### src/core/qup_defs.svh
// Shared constants for the quad UART pin status block
`ifndef QUP_DEFS_SVH
`define QUP_DEFS_SVH
`define QUP_NUM_CH       4
`define QUP_ADDR_W       5
`define QUP_DATA_W       8
`define QUP_FIFO_DEPTH   64
`define QUP_CH_SEL_LSB   3
`define QUP_LINE_IDLE    1'b1
`define QUP_READY_ACT    1'b0
`endif

### src/core/qup_pkg.sv
// Types for the quad UART pin status block
package qup_pkg;
	typedef enum logic [1:0] {
		QUP_IDLE,
		QUP_READ,
		QUP_WRITE
	} qup_acc_t;
endpackage : qup_pkg

### src/core/qup_chan.sv
// One channel: occupancy counters and loop-back routing of the serial lines
`timescale 1ns/1ps
`include "qup_defs.svh"
module qup_chan #(
	parameter int DEPTH = `QUP_FIFO_DEPTH
) (
	input  wire logic       core_clk,
	input  wire logic       rst_n,
	input  wire logic       rx_push,
	input  wire logic       rx_pop,
	input  wire logic       tx_push,
	input  wire logic       tx_pop,
	input  wire logic       tx_bit,
	input  wire logic       tx_busy,
	input  wire logic       loopback,
	input  wire logic       serial_in,
	output logic            rx_line,
	output logic            tx_line,
	output logic            tx_oe,
	output logic            rx_avail,
	output logic            tx_space
);
	localparam int CW = $clog2(DEPTH + 1);
	logic [CW-1:0] rx_cnt_q;
	logic [CW-1:0] tx_cnt_q;
	logic          rx_full;
	logic          tx_full;
	logic          tx_level;

	if (DEPTH < 1) begin : g_bad_depth
		$error("qup_chan: DEPTH must be at least one");
	end

	assign rx_full = (rx_cnt_q == CW'(DEPTH));
	assign tx_full = (tx_cnt_q == CW'(DEPTH));

	always_ff @(posedge core_clk or negedge rst_n) begin
		if (!rst_n) begin
			rx_cnt_q <= '0;
		end else if (rx_push && !rx_full && !(rx_pop && rx_cnt_q != '0)) begin
			rx_cnt_q <= rx_cnt_q + CW'(1);
		end else if (rx_pop && rx_cnt_q != '0 && !(rx_push && !rx_full)) begin
			rx_cnt_q <= rx_cnt_q - CW'(1);
		end
	end

	always_ff @(posedge core_clk or negedge rst_n) begin
		if (!rst_n) begin
			tx_cnt_q <= '0;
		end else if (tx_push && !tx_full && !(tx_pop && tx_cnt_q != '0)) begin
			tx_cnt_q <= tx_cnt_q + CW'(1);
		end else if (tx_pop && tx_cnt_q != '0 && !(tx_push && !tx_full)) begin
			tx_cnt_q <= tx_cnt_q - CW'(1);
		end
	end

	// Idle or disabled transmitter rests at mark
	assign tx_level = tx_busy ? tx_bit : `QUP_LINE_IDLE;
	// Receiver sees own transmit data in loop-back, pin ignored
	assign rx_line  = loopback ? tx_level : serial_in;
	// Pin held at mark and undriven in loop-back
	assign tx_line  = loopback ? `QUP_LINE_IDLE : tx_level;
	assign tx_oe    = !loopback;
	// Status follows occupancy every clock
	assign rx_avail = (rx_cnt_q != '0);
	assign tx_space = !tx_full;
endmodule : qup_chan

### src/core/qup_top.sv
// Quad UART pin level: host strobe decode, serial lines and combined ready outputs
`timescale 1ns/1ps
`include "qup_defs.svh"
module qup_top #(
	parameter int NUM_CH = `QUP_NUM_CH,
	parameter int DEPTH  = `QUP_FIFO_DEPTH
) (
	input  wire logic                   core_clk,
	input  wire logic                   rst_n,
	input  wire logic                   osc_in,
	output logic                        osc_out,
	input  wire logic                   single_strobe_mode,
	input  wire logic                   cs_n,
	input  wire logic                   rd_wr,
	input  wire logic [`QUP_ADDR_W-1:0] addr,
	output logic                        acc_read_q,
	output logic                        acc_write_q,
	output logic [NUM_CH-1:0]           acc_ch_q,
	output logic [2:0]                  acc_reg_q,
	input  wire logic [NUM_CH-1:0]      rx_push,
	input  wire logic [NUM_CH-1:0]      tx_pop,
	input  wire logic [NUM_CH-1:0]      tx_bit,
	input  wire logic [NUM_CH-1:0]      tx_busy,
	input  wire logic [NUM_CH-1:0]      loopback,
	input  wire logic [NUM_CH-1:0]      serial_in,
	output logic [NUM_CH-1:0]           rx_line_q,
	output logic [NUM_CH-1:0]           serial_out_q,
	output logic [NUM_CH-1:0]           serial_out_oe_q,
	output logic [NUM_CH-1:0]           per_channel_rx_avail_n_q,
	output logic [NUM_CH-1:0]           per_channel_tx_space_n_q,
	output logic                        any_rx_avail_n,
	output logic                        any_tx_space_n
);
	logic              rst_s1_q;
	logic              rst_s2_q;
	logic              osc_q;
	qup_pkg::qup_acc_t acc_d;
	logic [NUM_CH-1:0] ch_dec;
	logic [NUM_CH-1:0] rx_pop;
	logic [NUM_CH-1:0] tx_push;
	logic [NUM_CH-1:0] rx_line;
	logic [NUM_CH-1:0] tx_line;
	logic [NUM_CH-1:0] tx_oe;
	logic [NUM_CH-1:0] rx_avail;
	logic [NUM_CH-1:0] tx_space;

	if (NUM_CH != 4) begin : g_bad_num_ch
		$error("qup_top: two address bits serve exactly four channels");
	end

	always_ff @(posedge core_clk or negedge rst_n) begin
		if (!rst_n) begin
			rst_s1_q <= 1'b0;
			rst_s2_q <= 1'b0;
		end else begin
			rst_s1_q <= 1'b1;
			rst_s2_q <= rst_s1_q;
		end
	end

	// Buffered copy of the oscillator input; the core itself runs on core_clk
	always_ff @(posedge core_clk or negedge rst_s2_q) begin
		if (!rst_s2_q) begin
			osc_q <= 1'b0;
		end else begin
			osc_q <= osc_in;
		end
	end
	assign osc_out = osc_q;

	// Strobe level is taken as the access; no separate strobes in this mode
	always_comb begin
		acc_d = qup_pkg::QUP_IDLE;
		if (single_strobe_mode && !cs_n) begin
			acc_d = rd_wr ? qup_pkg::QUP_READ : qup_pkg::QUP_WRITE;
		end
	end

	always_comb begin
		ch_dec = '0;
		ch_dec[addr[`QUP_ADDR_W-1:`QUP_CH_SEL_LSB]] = 1'b1;
	end

	// Level strobe: a held access repeats each cycle, so register 0 reads pop and register 0 writes push once per cycle held
	assign rx_pop  = (acc_d == qup_pkg::QUP_READ  && addr[2:0] == 3'h0) ? ch_dec : '0;
	assign tx_push = (acc_d == qup_pkg::QUP_WRITE && addr[2:0] == 3'h0) ? ch_dec : '0;

	always_ff @(posedge core_clk or negedge rst_s2_q) begin
		if (!rst_s2_q) begin
			acc_read_q  <= 1'b0;
			acc_write_q <= 1'b0;
			acc_ch_q    <= '0;
			acc_reg_q   <= 3'h0;
		end else begin
			acc_read_q  <= (acc_d == qup_pkg::QUP_READ);
			acc_write_q <= (acc_d == qup_pkg::QUP_WRITE);
			acc_ch_q    <= (acc_d == qup_pkg::QUP_IDLE) ? '0 : ch_dec;
			acc_reg_q   <= addr[2:0];
		end
	end

	for (genvar i = 0; i < NUM_CH; i++) begin : g_ch
		qup_chan #(
			.DEPTH(DEPTH)
		) u_chan (
			.core_clk  (core_clk),
			.rst_n     (rst_s2_q),
			.rx_push   (rx_push[i]),
			.rx_pop    (rx_pop[i]),
			.tx_push   (tx_push[i]),
			.tx_pop    (tx_pop[i]),
			.tx_bit    (tx_bit[i]),
			.tx_busy   (tx_busy[i]),
			.loopback  (loopback[i]),
			.serial_in (serial_in[i]),
			.rx_line   (rx_line[i]),
			.tx_line   (tx_line[i]),
			.tx_oe     (tx_oe[i]),
			.rx_avail  (rx_avail[i]),
			.tx_space  (tx_space[i])
		);
	end

	// Outputs rest at mark with the pin output enable set (driven) during reset
	always_ff @(posedge core_clk or negedge rst_s2_q) begin
		if (!rst_s2_q) begin
			serial_out_q    <= {NUM_CH{`QUP_LINE_IDLE}};
			serial_out_oe_q <= {NUM_CH{1'b1}};
			rx_line_q       <= {NUM_CH{`QUP_LINE_IDLE}};
		end else begin
			serial_out_q    <= tx_line;
			serial_out_oe_q <= tx_oe;
			rx_line_q       <= rx_line;
		end
	end

	always_ff @(posedge core_clk or negedge rst_s2_q) begin
		if (!rst_s2_q) begin
			per_channel_rx_avail_n_q <= '1;
			per_channel_tx_space_n_q <= '0;
			any_rx_avail_n           <= 1'b1;
			any_tx_space_n           <= 1'b0;
		end else begin
			per_channel_rx_avail_n_q <= ~rx_avail;
			per_channel_tx_space_n_q <= ~tx_space;
			// Wire-OR of active-low statuses: low if any channel active
			any_rx_avail_n <= ~|rx_avail;
			any_tx_space_n <= ~|tx_space;
		end
	end

	a_rx_combined: assert property (@(posedge core_clk) disable iff (!rst_s2_q)
		any_rx_avail_n == &per_channel_rx_avail_n_q)
		else $error("rx combine wrong");
	a_tx_combined: assert property (@(posedge core_clk) disable iff (!rst_s2_q)
		any_tx_space_n == &per_channel_tx_space_n_q)
		else $error("tx combine wrong");
	a_tx_space_low: assert property (@(posedge core_clk) disable iff (!rst_s2_q)
		(|tx_space) |=> !any_tx_space_n)
		else $error("tx ready not low");
	a_tx_all_full: assert property (@(posedge core_clk) disable iff (!rst_s2_q)
		$rose(any_tx_space_n) |-> $past(tx_space) == '0)
		else $error("tx ready high early");
	a_rx_push_ready: assert property (@(posedge core_clk) disable iff (!rst_s2_q)
		(rx_push[0] && !rx_pop[0]) |=> ##1 !per_channel_rx_avail_n_q[0])
		else $error("rx ready not active");
	a_rx_empty_high: assert property (@(posedge core_clk) disable iff (!rst_s2_q)
		!rx_avail[0] |=> per_channel_rx_avail_n_q[0])
		else $error("rx ready stuck");
	a_rx_any_low: assert property (@(posedge core_clk) disable iff (!rst_s2_q)
		(|rx_avail) |=> !any_rx_avail_n)
		else $error("rx combined not low");
	a_rx_none_high: assert property (@(posedge core_clk) disable iff (!rst_s2_q)
		(rx_avail == '0) |=> any_rx_avail_n)
		else $error("rx combined not high");
	a_tx_chan_full: assert property (@(posedge core_clk) disable iff (!rst_s2_q)
		!tx_space[2] |=> per_channel_tx_space_n_q[2])
		else $error("tx channel ready not high");
	a_tx_chan_free: assert property (@(posedge core_clk) disable iff (!rst_s2_q)
		tx_space[2] |=> !per_channel_tx_space_n_q[2])
		else $error("tx channel ready not low");
	a_loop_pin_off: assert property (@(posedge core_clk) disable iff (!rst_s2_q)
		loopback[0] |=> (!serial_out_oe_q[0] && serial_out_q[0]))
		else $error("pin on in loop");
	a_loop_pin_on: assert property (@(posedge core_clk) disable iff (!rst_s2_q)
		!loopback[3] |=> serial_out_oe_q[3])
		else $error("pin off outside loop");
	a_loop_route: assert property (@(posedge core_clk) disable iff (!rst_s2_q)
		(loopback[0] && !tx_busy[0]) |=> rx_line_q[0])
		else $error("loop route wrong");
	a_loop_data_in: assert property (@(posedge core_clk) disable iff (!rst_s2_q)
		(loopback[1] && tx_busy[1]) |=> rx_line_q[1] == $past(tx_bit[1]))
		else $error("loop data not routed");
	a_pin_route: assert property (@(posedge core_clk) disable iff (!rst_s2_q)
		!loopback[3] |=> rx_line_q[3] == $past(serial_in[3]))
		else $error("receive pin not routed");
	a_tx_idle_high: assert property (@(posedge core_clk) disable iff (!rst_s2_q)
		!tx_busy[1] |=> serial_out_q[1])
		else $error("tx idle not high");
	a_tx_drive_bit: assert property (@(posedge core_clk) disable iff (!rst_s2_q)
		(!loopback[2] && tx_busy[2]) |=> serial_out_q[2] == $past(tx_bit[2]))
		else $error("tx bit not driven");
	a_read_decode: assert property (@(posedge core_clk) disable iff (!rst_s2_q)
		(single_strobe_mode && !cs_n && rd_wr) |=> (acc_read_q && !acc_write_q))
		else $error("read decode wrong");
	a_write_decode: assert property (@(posedge core_clk) disable iff (!rst_s2_q)
		(single_strobe_mode && !cs_n && !rd_wr && addr[4:3] == 2'h2) |=> (acc_write_q && acc_ch_q == 4'h4))
		else $error("write decode wrong");
	a_ch_decode: assert property (@(posedge core_clk) disable iff (!rst_s2_q)
		(single_strobe_mode && !cs_n && addr[4:3] == 2'h1) |=> acc_ch_q == 4'h2)
		else $error("channel decode wrong");
	a_no_access: assert property (@(posedge core_clk) disable iff (!rst_s2_q)
		(!single_strobe_mode || cs_n) |=> (!acc_read_q && !acc_write_q && acc_ch_q == '0))
		else $error("access outside strobe mode");
endmodule : qup_top

### config.mk
export PLATFORM = sky130hd
export DESIGN_NAME = qup_top
export DESIGN_NICKNAME = d
export VERILOG_FILES = /design/src/core/qup_pkg.sv /design/src/core/qup_chan.sv /design/src/core/qup_top.sv
export VERILOG_INCLUDE_DIRS = /design/src /design/src/core
export SDC_FILE = /design/constraint.sdc
export NUM_CORES = 1
export LEC_CHECK = 0
export BUFFER_PORTS_ARGS = -buffer_cell sky130_fd_sc_hd__buf_4
export CAP_MARGIN = 20
export CORE_MARGIN = 2
export CORE_UTILIZATION = 53
export DETAILED_ROUTE_END_ITERATION = 12
export PLACE_DENSITY = 0.74
export SLEW_MARGIN = 20
export SYNTH_ARGS = -nofsm -noshare
export SYNTH_HDL_FRONTEND = slang
export SYNTH_SLANG_ARGS = --single-unit
export TNS_END_PERCENT = 10
### constraint.sdc
create_clock -name core_clk -period 7.2 [get_ports core_clk]
set_input_delay 1.44 -clock core_clk [delete_from_list [all_inputs] [get_ports core_clk]]
set_output_delay 1.44 -clock core_clk [all_outputs]
set_load 0.01 [all_outputs]
[Word-level counts from Yosys, hierarchy flattened]
Index checks and enable logic that the tools add are counted.
Operators by class
  add/sub/neg operators: 16
  magnitude comparators: 2
  equal/unequal tests: 10
  multiplexer cells: 35
  bitwise logic cells: 2
  reductions and logical operators: 87
Operators with widths (count)
  $mux W7: 16
  $add A7 B1 Y7 const B: 8
  $eq A7 B7 Y1 const B: 8
  $reduce_bool A7 Y1: 8
  $sub A7 B1 Y7 const B: 8
  $logic_and A1 B1 Y1: 36
  $logic_not A1 Y1: 31
  $reduce_bool A2 Y1: 8
  $mux W1: 13
  $mux W4: 3
  $not A4 Y4: 2
  $reduce_or A4 Y1: 2
  $mux W2: 2
  $logic_not A3 Y1: 1
  $lt A2 B3 Y1 const B: 1
  $demux W1 S2: 1
  $eq A2 B1 Y1 const B: 1
  $eq A2 B2 Y1 const B: 1
  $ge A2 B1 Y1 const B: 1
  $logic_not A2 Y1: 1
Storage, ports and cells
  bits in registers: 90
  input bits: 35
  output and inout port bits: 32
  word-level logic and storage cells: 174

[Depth between registers and ports, before layout]
Gate-level depths: netlist (run 1).
  word-level depth: 11
  depth in mapped cells: 11
  mapped depth without buffers: 11

[Hierarchy]
From an unflattened synthesis (run 1), not the netlist that was laid out.
Second synthesis, totals
  cell total of the unflattened synthesis: 553
  area, all modules: 5479.0 um^2
Modules (own cells, without submodules)
  qup_chan at g_ch[2].u_chan ...: instances 2, cells an instance 121, area each 1108.6 um^2, sequential area each 350.3 um^2
  qup_chan at g_ch[1].u_chan: instances 1, cells an instance 122, area each 1113.6 um^2, sequential area each 350.3 um^2
  qup_chan at g_ch[0].u_chan: instances 1, cells an instance 123, area each 1104.8 um^2, sequential area each 350.3 um^2
  qup_top: instances 1, cells an instance 66, area each 1043.5 um^2, sequential area each 872.1 um^2

[Least setup slack after synthesis (run 1)]
OpenSTA, ideal clock, no wires.
  path kind: input-to-reg
  from: in cs_n
  to: reg g_ch[3].u_chan.tx_cnt_q[6]
  setup time: 126 ps
  arrival: 3722 ps
  required time: 7074 ps
  setup slack: 3353 ps
  stages: 11
  path buffers: 0
  path through: nand2b_4 > nor2_1 > nor4b_1 > nor3b_1 > ha_1 > inv_1 > ha_1 > or4_1 > o211ai_1 > nor3b_1 > xnor2_1
Between the ends
  cells in the longest elaborated chain, start to end: 10
  elaborated cells between the ends (all ways): 12
  those cells by class: eq/ne (1); mux (3); reduce/logical (8)
Ends and longest elaborated chain
  start: declaration: RTL line qup_top.sv:13  | input wire logic cs_n,
  $logic_not A1 Y1 *: RTL line qup_top.sv:74  | if (single_strobe_mode && !cs_n) begin
  $logic_and A1 B1 Y1 *: RTL line qup_top.sv:74
  $mux W2 *: RTL line qup_top.sv:74
  $eq A2 B2 Y1 *: RTL line qup_top.sv:86  | assign tx_push = (acc_d == qup_pkg::QUP_WRITE && addr[2:0] == 3'h0) ? ch_dec : '0;
  $logic_and A1 B1 Y1 *: RTL line qup_top.sv:86
  $mux W4 *: RTL line qup_top.sv:86
  $logic_and A1 B1 Y1 *: RTL line qup_chan.sv:50, qup_chan.sv:52
  $logic_not A1 Y1: RTL line qup_chan.sv:52  | end else if (tx_pop && tx_cnt_q != '0 && !(tx_push && !tx_full)) begin
  $logic_and A1 B1 Y1: RTL line qup_chan.sv:52
  $reduce_bool A2 Y1 (no line)
  end signal: assignment: RTL line qup_chan.sv:51  | tx_cnt_q <= tx_cnt_q + CW'(1);
  end signal: assignment: RTL line qup_chan.sv:53  | tx_cnt_q <= tx_cnt_q - CW'(1);
  end: declaration: RTL line qup_chan.sv:25  | logic [CW-1:0] tx_cnt_q;
Every way passes the cells marked *; elsewhere a longest branch is shown, timed or not.
A chain may end at the register's enable or synchronous reset.

[Final worst setup path (run 1)]
  from: in cs_n
  to: reg g_ch[2].u_chan.tx_cnt_q[6]
Between the ends
  cells in the longest elaborated chain, start to end: 10
  elaborated cells between the ends (all ways): 12
  those cells by class: eq/ne (1); mux (3); reduce/logical (8)
Ends and longest elaborated chain (RTL line)
  $logic_not A1 Y1 *: qup_top.sv:74
  $logic_and A1 B1 Y1 *: qup_top.sv:74
  $mux W2 *: qup_top.sv:74
  $eq A2 B2 Y1 *: qup_top.sv:86
  $logic_and A1 B1 Y1 *: qup_top.sv:86
  $mux W4 *: qup_top.sv:86
  $logic_and A1 B1 Y1 *: qup_chan.sv:50, qup_chan.sv:52
  $logic_not A1 Y1: qup_chan.sv:52
  $logic_and A1 B1 Y1: qup_chan.sv:52
  $reduce_bool A2 Y1 (no line)
  end signal: assignment: qup_chan.sv:51
  end signal: assignment: qup_chan.sv:53
  end: declaration: qup_chan.sv:25
Marked as above.

==> results.sh, run 1 <==
export IMPL_htree_num_levels=3
export IMPL_power_leakage_nw=2.91
export IMPL_core_sq_um=10300
export IMPL_clockBufferDepth=2
export IMPL_setup_tns_ns=0
export IMPL_worstMarginPinSlew_ns=0.899
export IMPL_setup_worst_path_end="g_ch[2].u_chan.tx_cnt_q[6]$_DFFE_PN0P_"
export IMPL_cts_sinks=90
export IMPL_p_sw_w=0.000982
export IMPL_hold_viol_final=0
export IMPL_crit_path_max_incr_delay_ns=0.53
export IMPL_vias=4367
export IMPL_gp_congestion=0.821
export IMPL_diodes=0
export IMPL_initial_core_util_pct=54.6
export IMPL_antenna_left=0
export IMPL_yosysUniqueCellTypes=42
export IMPL_drc=0
export IMPL_rsz0062_at_grt="false"
export IMPL_register_area_sq_um=2280
export IMPL_critPathTopFamily="simple AND/OR/NAND/NOR gates"
export IMPL_end_kind="register"
export IMPL_seq_area_frac_synth_pct=40.5
export IMPL_dieHeight_um=107
export IMPL_pwr_share_comb_pct=49.8
export IMPL_yosys_warnings=0
export IMPL_grt_total_usage_pct=21.7
export IMPL_pwr_density_cell_nw_per_um2=378
export IMPL_async_flop_share_pct=100
export IMPL_layout_drive_gt1_share_pct=20.3
export IMPL_r2r_end="g_ch[2].u_chan.rx_cnt_q[6]$_DFFE_PN0P_"
export IMPL_power_frac_seq_pct=35.8
export IMPL_internal_power_w=0.00146
export IMPL_finalSetupViolCount=0
export IMPL_worst_path_stages=12
export IMPL_layout_common_cells="dfrtp_1, buf_4, ha_1, inv_1, nand2_1"
export IMPL_fill_cells=853
export IMPL_first_iter_violations=214
export IMPL_slew_headroom_pct=40.1
export IMPL_vdd_drop_max_mv=0.223
export IMPL_pwr_share_clk_pct=14.4
export IMPL_antenna_found_initial=0
export IMPL_multi_input_area_sq_um=3170
export IMPL_synth_edf_count=0
export IMPL_clkLatencyLatePin_ns=0.37
export IMPL_max_freq_mhz=249
export IMPL_pre_cts_slack_ns=2.79
export IMPL_clock_skew_ns=0.00509
export IMPL_wl_per_cell_um=15.1
export IMPL_setup_ws_ns=3.19
export IMPL_cpMaxStageDelayCell="or4_1"
export IMPL_run_status="complete, no violations"
export IMPL_rows=37
export IMPL_p_sw_share_pct=40.2
export IMPL_cp_buffers_inverters=2
export IMPL_cts_resized=0
export IMPL_cp_arrival_ns=4.26
export IMPL_grt_ovfl_total=0
export IMPL_avgViaCountPerCell=5.76
export IMPL_r2r_cells=11
export IMPL_critPathLaunchType="input pin"
export IMPL_cts_clk_slew_worst_paths_ns=0.09
export IMPL_cp_max_fo=7
export IMPL_grt_max_degree=73
export IMPL_crit_start="cs_n"
export IMPL_dieArea_sq_um=11400
export IMPL_grt_pass1_vias=4314
export IMPL_place_hpwl_mm=8.82
export IMPL_synth_seq_cells=90
export IMPL_r2r_setup_slack_ns=4.00
export IMPL_synthCells=547
export IMPL_crit_top_cell="ha_1"
export IMPL_pin_count=67
export IMPL_cts_root_buffer="clkbuf_8"
export IMPL_drv_slew=0
export IMPL_port_buffers=66
export IMPL_hold_class="reg -> async"
export IMPL_cts_inserted_buffers=9
export IMPL_grt_pass1_wl_mm=19.7
export IMPL_syn_area_sq_um=5610
export IMPL_cts_setup_buffers=0
export IMPL_min_period_ns=4.01
export IMPL_hold_buffers=0
export IMPL_crit_chain="buf_4 > nand2b_4 > nor2_1 > nor4b_1 > and3_1 > ha_1 > inv_1 > ha_1 > or4_1 > o211ai_1 > nor3b_1 > xnor2_1"
export IMPL_maxCapViolCount=0
export IMPL_ys_flop_type="dfrtp_1"
export IMPL_die_width_um=107
export IMPL_drt_pass1_iter_count=4
export IMPL_crit_type="in -> reg"
export IMPL_final_common_cell="dfrtp_1"
export IMPL_r2r_start="g_ch[2].u_chan.rx_cnt_q[3]$_DFFE_PN0P_"
export IMPL_worstPathRequired_ns=7.46
export IMPL_routed_wl_mm=11.5
export IMPL_cts_tree="yes"
export IMPL_fin_crit_sh_pct=55.7
export IMPL_synth_avg_cell_area_sq_um=10.2
export IMPL_syn2layout_area_growth_pct=15.3
export IMPL_syn_num_nets=644
export IMPL_nNetsFinal=714
[power groups by stage]
stage	registers, W	clock network (W)	logic, W
5_1_grt	0.000908	0.000385	0.00137
2_1_floorplan	0.000848	0	0.000972
3_5_place_dp	0.000884	0	0.00121
4_1_cts	0.000877	0.000362	0.00121
3_3_place_gp	0.000875	0	0.00114
6_report	0.000876	0.000351	0.00122
[worst reg2reg max path, stage by stage, from the launching register on]
cell and delay, ns:
dfrtp_1 0.42, nor4_1 0.45, nand2_1 0.08, or2_2 0.33, nand3_1 0.13, ha_1 0.25, inv_1 0.17, ha_1 0.38
or4_1 0.55, o211ai_1 0.11, nor3b_1 0.09, xnor2_1 0.13
[kinds of logic (layout without fill, tap and decap cells)]
group	count (synthesis)	after routing	synth area share, %
buf+inv	44	119	2.95
compound gates	128	128	15.0
fa+ha+maj	62	62	14.9
other cells	1	1	0.0669
mux	14	14	2.81
simple gates	170	170	17.8
flops	90	90	40.5
xor+xnor	38	38	5.94
[synthesized netlist by cell type, drive strengths merged, types with 2 or more instances]
master / number / area, sq um
a211o: 4 / 35.0
a31o: 8 / 70.1
o21a: 2 / 15.0
a22o: 2 / 17.5
o211ai: 8 / 60.1
nand2: 36 / 135
nand4: 4 / 25.0
fa: 8 / 160
nor3b: 17 / 138
clkbuf: 8 / 30.0
ha: 54 / 676
a21o: 24 / 180
a31oi: 8 / 50.1
and3b: 2 / 17.5
and3: 4 / 25.0
inv: 36 / 135
xor2: 8 / 70.1
nand3b: 8 / 60.1
dfrtp: 73 / 1830
o21ai: 32 / 160
mux2: 14 / 158
or4: 10 / 75.1
nand3: 20 / 100
nor4b: 3 / 32.5
or2: 4 / 25.0
nor4: 18 / 138
nor2: 30 / 113
nor2b: 4 / 25.0
xnor2: 30 / 263
a2111oi: 8 / 70.1
a211oi: 6 / 45.0
dfstp: 17 / 447
nand4b: 8 / 70.1
a21oi: 26 / 138
[worst min-delay path by stage]
stage | end | cells past startpoint
5_1_grt | g_ch[2].u_chan.rx_cnt_q[0]$_DFFE_PN0P_ | 0
3_5_place_dp | g_ch[2].u_chan.rx_cnt_q[1]$_DFFE_PN0P_ | 0
3_3_place_gp | g_ch[2].u_chan.rx_cnt_q[0]$_DFFE_PN0P_ | 0
4_1_cts | g_ch[2].u_chan.rx_cnt_q[1]$_DFFE_PN0P_ | 0
2_1_floorplan | rst_s2_q$_DFF_PN0_ | 0
6_report | g_ch[2].u_chan.rx_cnt_q[1]$_DFFE_PN0P_ | 0
[layer usage]
metal | wire, um | part of all wire (%) | global-route usage, % | vias to the layer above
met1 | 5120 | 45 | 27.4 | 2103
met4 | 158 | 1.4 | 6.59 | 0
li1 | - | - | - | 2150
met2 | 5630 | 49 | 37.1 | 99
met5 | 0 | 0 | 0 | -
met3 | 558 | 4.9 | 4.98 | 15
[per-stage QoR]
stage / instance area, sq um / utilization, % / hold slack, ns / cells / power [W]
final: 6460 / 62.9 / 0.185 / 758 / 0.00244
after global routing: 6460 / 62.9 / 0.209 / 758 / 0.00267
after CTS: 6460 / 62.9 / 0.194 / 758 / 0.00245
after detailed placement: 6250 / 60.8 / 0.188 / 742 / 0.00210
after global placement: 6250 / 60.8 / 0.189 / 742 / 0.00201
after floorplan: 5610 / - / 0.331 / 547 / 0.00182
[cell type report]
type / instances / area share (%)
clock buffer: 12 / 2.75
tap: 136 / 2.63
multi-input combinational: 413 / 49.0
sequential: 90 / 35.2
inverter: 36 / 2.09
timing repair buffer: 67 / 7.78
clock inverter: 4 / 0.484
[flip-flops by register name (all words and copies together) (netlist names), 3 cells and up]
signal	cells
serial_out_oe_q	4
serial_out_q	4
acc_reg_q	3
g_ch.u_chan.tx_cnt_q	28
acc_ch_q	4
g_ch.u_chan.rx_cnt_q	28
rx_line_q	4
per_channel_rx_avail_n_q	4
per_channel_tx_space_n_q	4
No activity file was read; power rests on OpenSTA's default activity.
==> run 2, diff against run 1 <==
clock period = 4 ns   (was 7.2 ns; I/O delays follow)
==> results.sh, run 2 (synthesis results as in run 1) <==
export IMPL_run_status="complete, no violations"
export IMPL_finalSetupViolCount=0
export IMPL_maxCapViolCount=0
export IMPL_syn2layout_area_growth_pct=14.9
export IMPL_gp_congestion=0.828
export IMPL_min_period_ns=3.35
export IMPL_core_sq_um=10300
export IMPL_antenna_left=0
export IMPL_reg_top3="g_ch.u_chan.rx_cnt_q: 28 flops, g_ch.u_chan.tx_cnt_q: 28 flops"
export IMPL_end_kind="register"
export IMPL_grt_pass1_wl_mm=19.4
export IMPL_placed_cell_area_sq_um=6250
export IMPL_pwr_density_cell_nw_per_um2=677
export IMPL_hold_viol_final=0
export IMPL_dieArea_sq_um=11400
export IMPL_drc=0
export IMPL_cp_arrival_ns=3.64
export IMPL_clkLatencyLatePin_ns=0.37
export IMPL_avgViaCountPerCell=5.73
export IMPL_final_common_cell="dfrtp_1"
export IMPL_grt_total_usage_pct=21.3
export IMPL_cts_sinks=90
export IMPL_max_freq_mhz=298
export IMPL_grt_max_degree=55
export IMPL_finish_utilization_pct=62.7
export IMPL_setup_tns_ns=0
export IMPL_layout_drive_gt1_share_pct=20.4
export IMPL_clock_skew_ns=0.00729
export IMPL_die_width_um=107
export IMPL_nNetsFinal=714
export IMPL_htree_num_levels=3
export IMPL_antenna_found_initial=0
export IMPL_power_leakage_nw=2.90
export IMPL_first_iter_violations=200
export IMPL_cts_tree="yes"
export IMPL_vias=4344
export IMPL_drv_slew=0
export IMPL_slew_headroom_pct=55.0
export IMPL_cts_resized=0
export IMPL_layout_common_cells="dfrtp_1, buf_4, ha_1, inv_1, nand2_1"
export IMPL_register_area_sq_um=2280
export IMPL_routed_wl_mm=11.4
export IMPL_wl_per_cell_um=15.0
export IMPL_worstMarginPinSlew_ns=0.675
export IMPL_place_hpwl_mm=8.58
export IMPL_worstPathRequired_ns=4.29
export IMPL_final_cell_area_sq_um=6440
export IMPL_cts_inserted_buffers=9
export IMPL_crit_type="in -> reg"
export IMPL_hold_buffers=0
export IMPL_cts_root_buffer="clkbuf_8"
export IMPL_grt_pass1_vias=4242
export IMPL_cts_clk_slew_worst_paths_ns=0.09
export IMPL_rsz0062_at_grt="false"
export IMPL_rows=37
export IMPL_fill_cells=882
export IMPL_drt_pass1_iter_count=4
export IMPL_clockBufferDepth=2
export IMPL_fin_crit_sh_pct=83.8
export IMPL_hold_class="in -> async"
export IMPL_vdd_drop_max_mv=0.295
export IMPL_dieHeight_um=107
export IMPL_critPathLaunchType="input pin"
export IMPL_cts_setup_buffers=0
export IMPL_cp_max_fo=7
export IMPL_port_buffers=66
export IMPL_multi_input_area_sq_um=3170
export IMPL_initial_core_util_pct=54.6
export IMPL_pin_count=67
export IMPL_grt_ovfl_total=0
export IMPL_diodes=0
run 2: cell type report:
class | count | share of cell area, %
clock buffer | 9 | 1.92
clock inverter | 7 | 0.991
inverter | 36 | 2.10
multi-input combinational | 413 | 49.2
sequential | 90 | 35.4
tap | 136 | 2.64
timing repair buffer | 67 | 7.81
run 2: critical path, stage by stage:
cell	delay, ns
buf_4	0.11
nand2b_4	0.16
nor2_1	0.13
nor4b_1	0.43
and3_1	0.25
ha_1	0.24
inv_1	0.18
fa_1	0.45
a211oi_1	0.31
nor4_1	0.10
nor3b_1	0.31
xnor2_1	0.17
run 2: stage by stage:
| step | hold slack [ns] | total power [W] | worst slack, ns | instances |
|---|---|---|---|---|
| floorplan | 0.331 | 0.00328 | 0.793 | 547 |
| global placement | 0.342 | 0.00363 | 0.350 | 742 |
| detailed placement | 0.346 | 0.00376 | 0.282 | 742 |
| CTS | 0.179 | 0.00438 | 0.643 | 758 |
| global route | 0.166 | 0.00476 | 0.453 | 758 |
| finish | 0.191 | 0.00436 | 0.648 | 758 |
run 2: power by group:
part	internal (W)	switching (W)
Sequential	0.00124	0.000342
Combinational	0.00109	0.00108
Clock	0.000241	0.000365
Total	0.00257	0.00179
run 2: routing by layer:
layer,vias up,routed length [um],track usage [%]
met5,-,0,0
met4,0,261,9.18
met3,19,586,3.47
met2,113,5250,34.3
met1,2059,5270,28.6
li1,2153,-,-
run 2: path summary, 6_finish.rpt:
kind,end,slack (ns),from,depth (start not counted)
max,g_ch[2].u_chan.tx_cnt_q[6]$_DFFE_PN0P_,0.65,cs_n,12
min,rst_s2_q$_DFF_PN0_,0.19,rst_n,1
max reg2reg,g_ch[2].u_chan.rx_cnt_q[5]$_DFFE_PN0P_,0.82,g_ch[2].u_chan.rx_cnt_q[3]$_DFFE_PN0P_,11
min reg2reg,rst_s2_q$_DFF_PN0_,0.36,rst_s1_q$_DFF_PN0_,0
max in group asynchronous,g_ch[1].u_chan.rx_cnt_q[6]$_DFFE_PN0P_,2.69,rst_s2_q$_DFF_PN0_,1
min in group core_clk,rst_s2_q$_DFF_PN0_,0.36,rst_s1_q$_DFF_PN0_,0
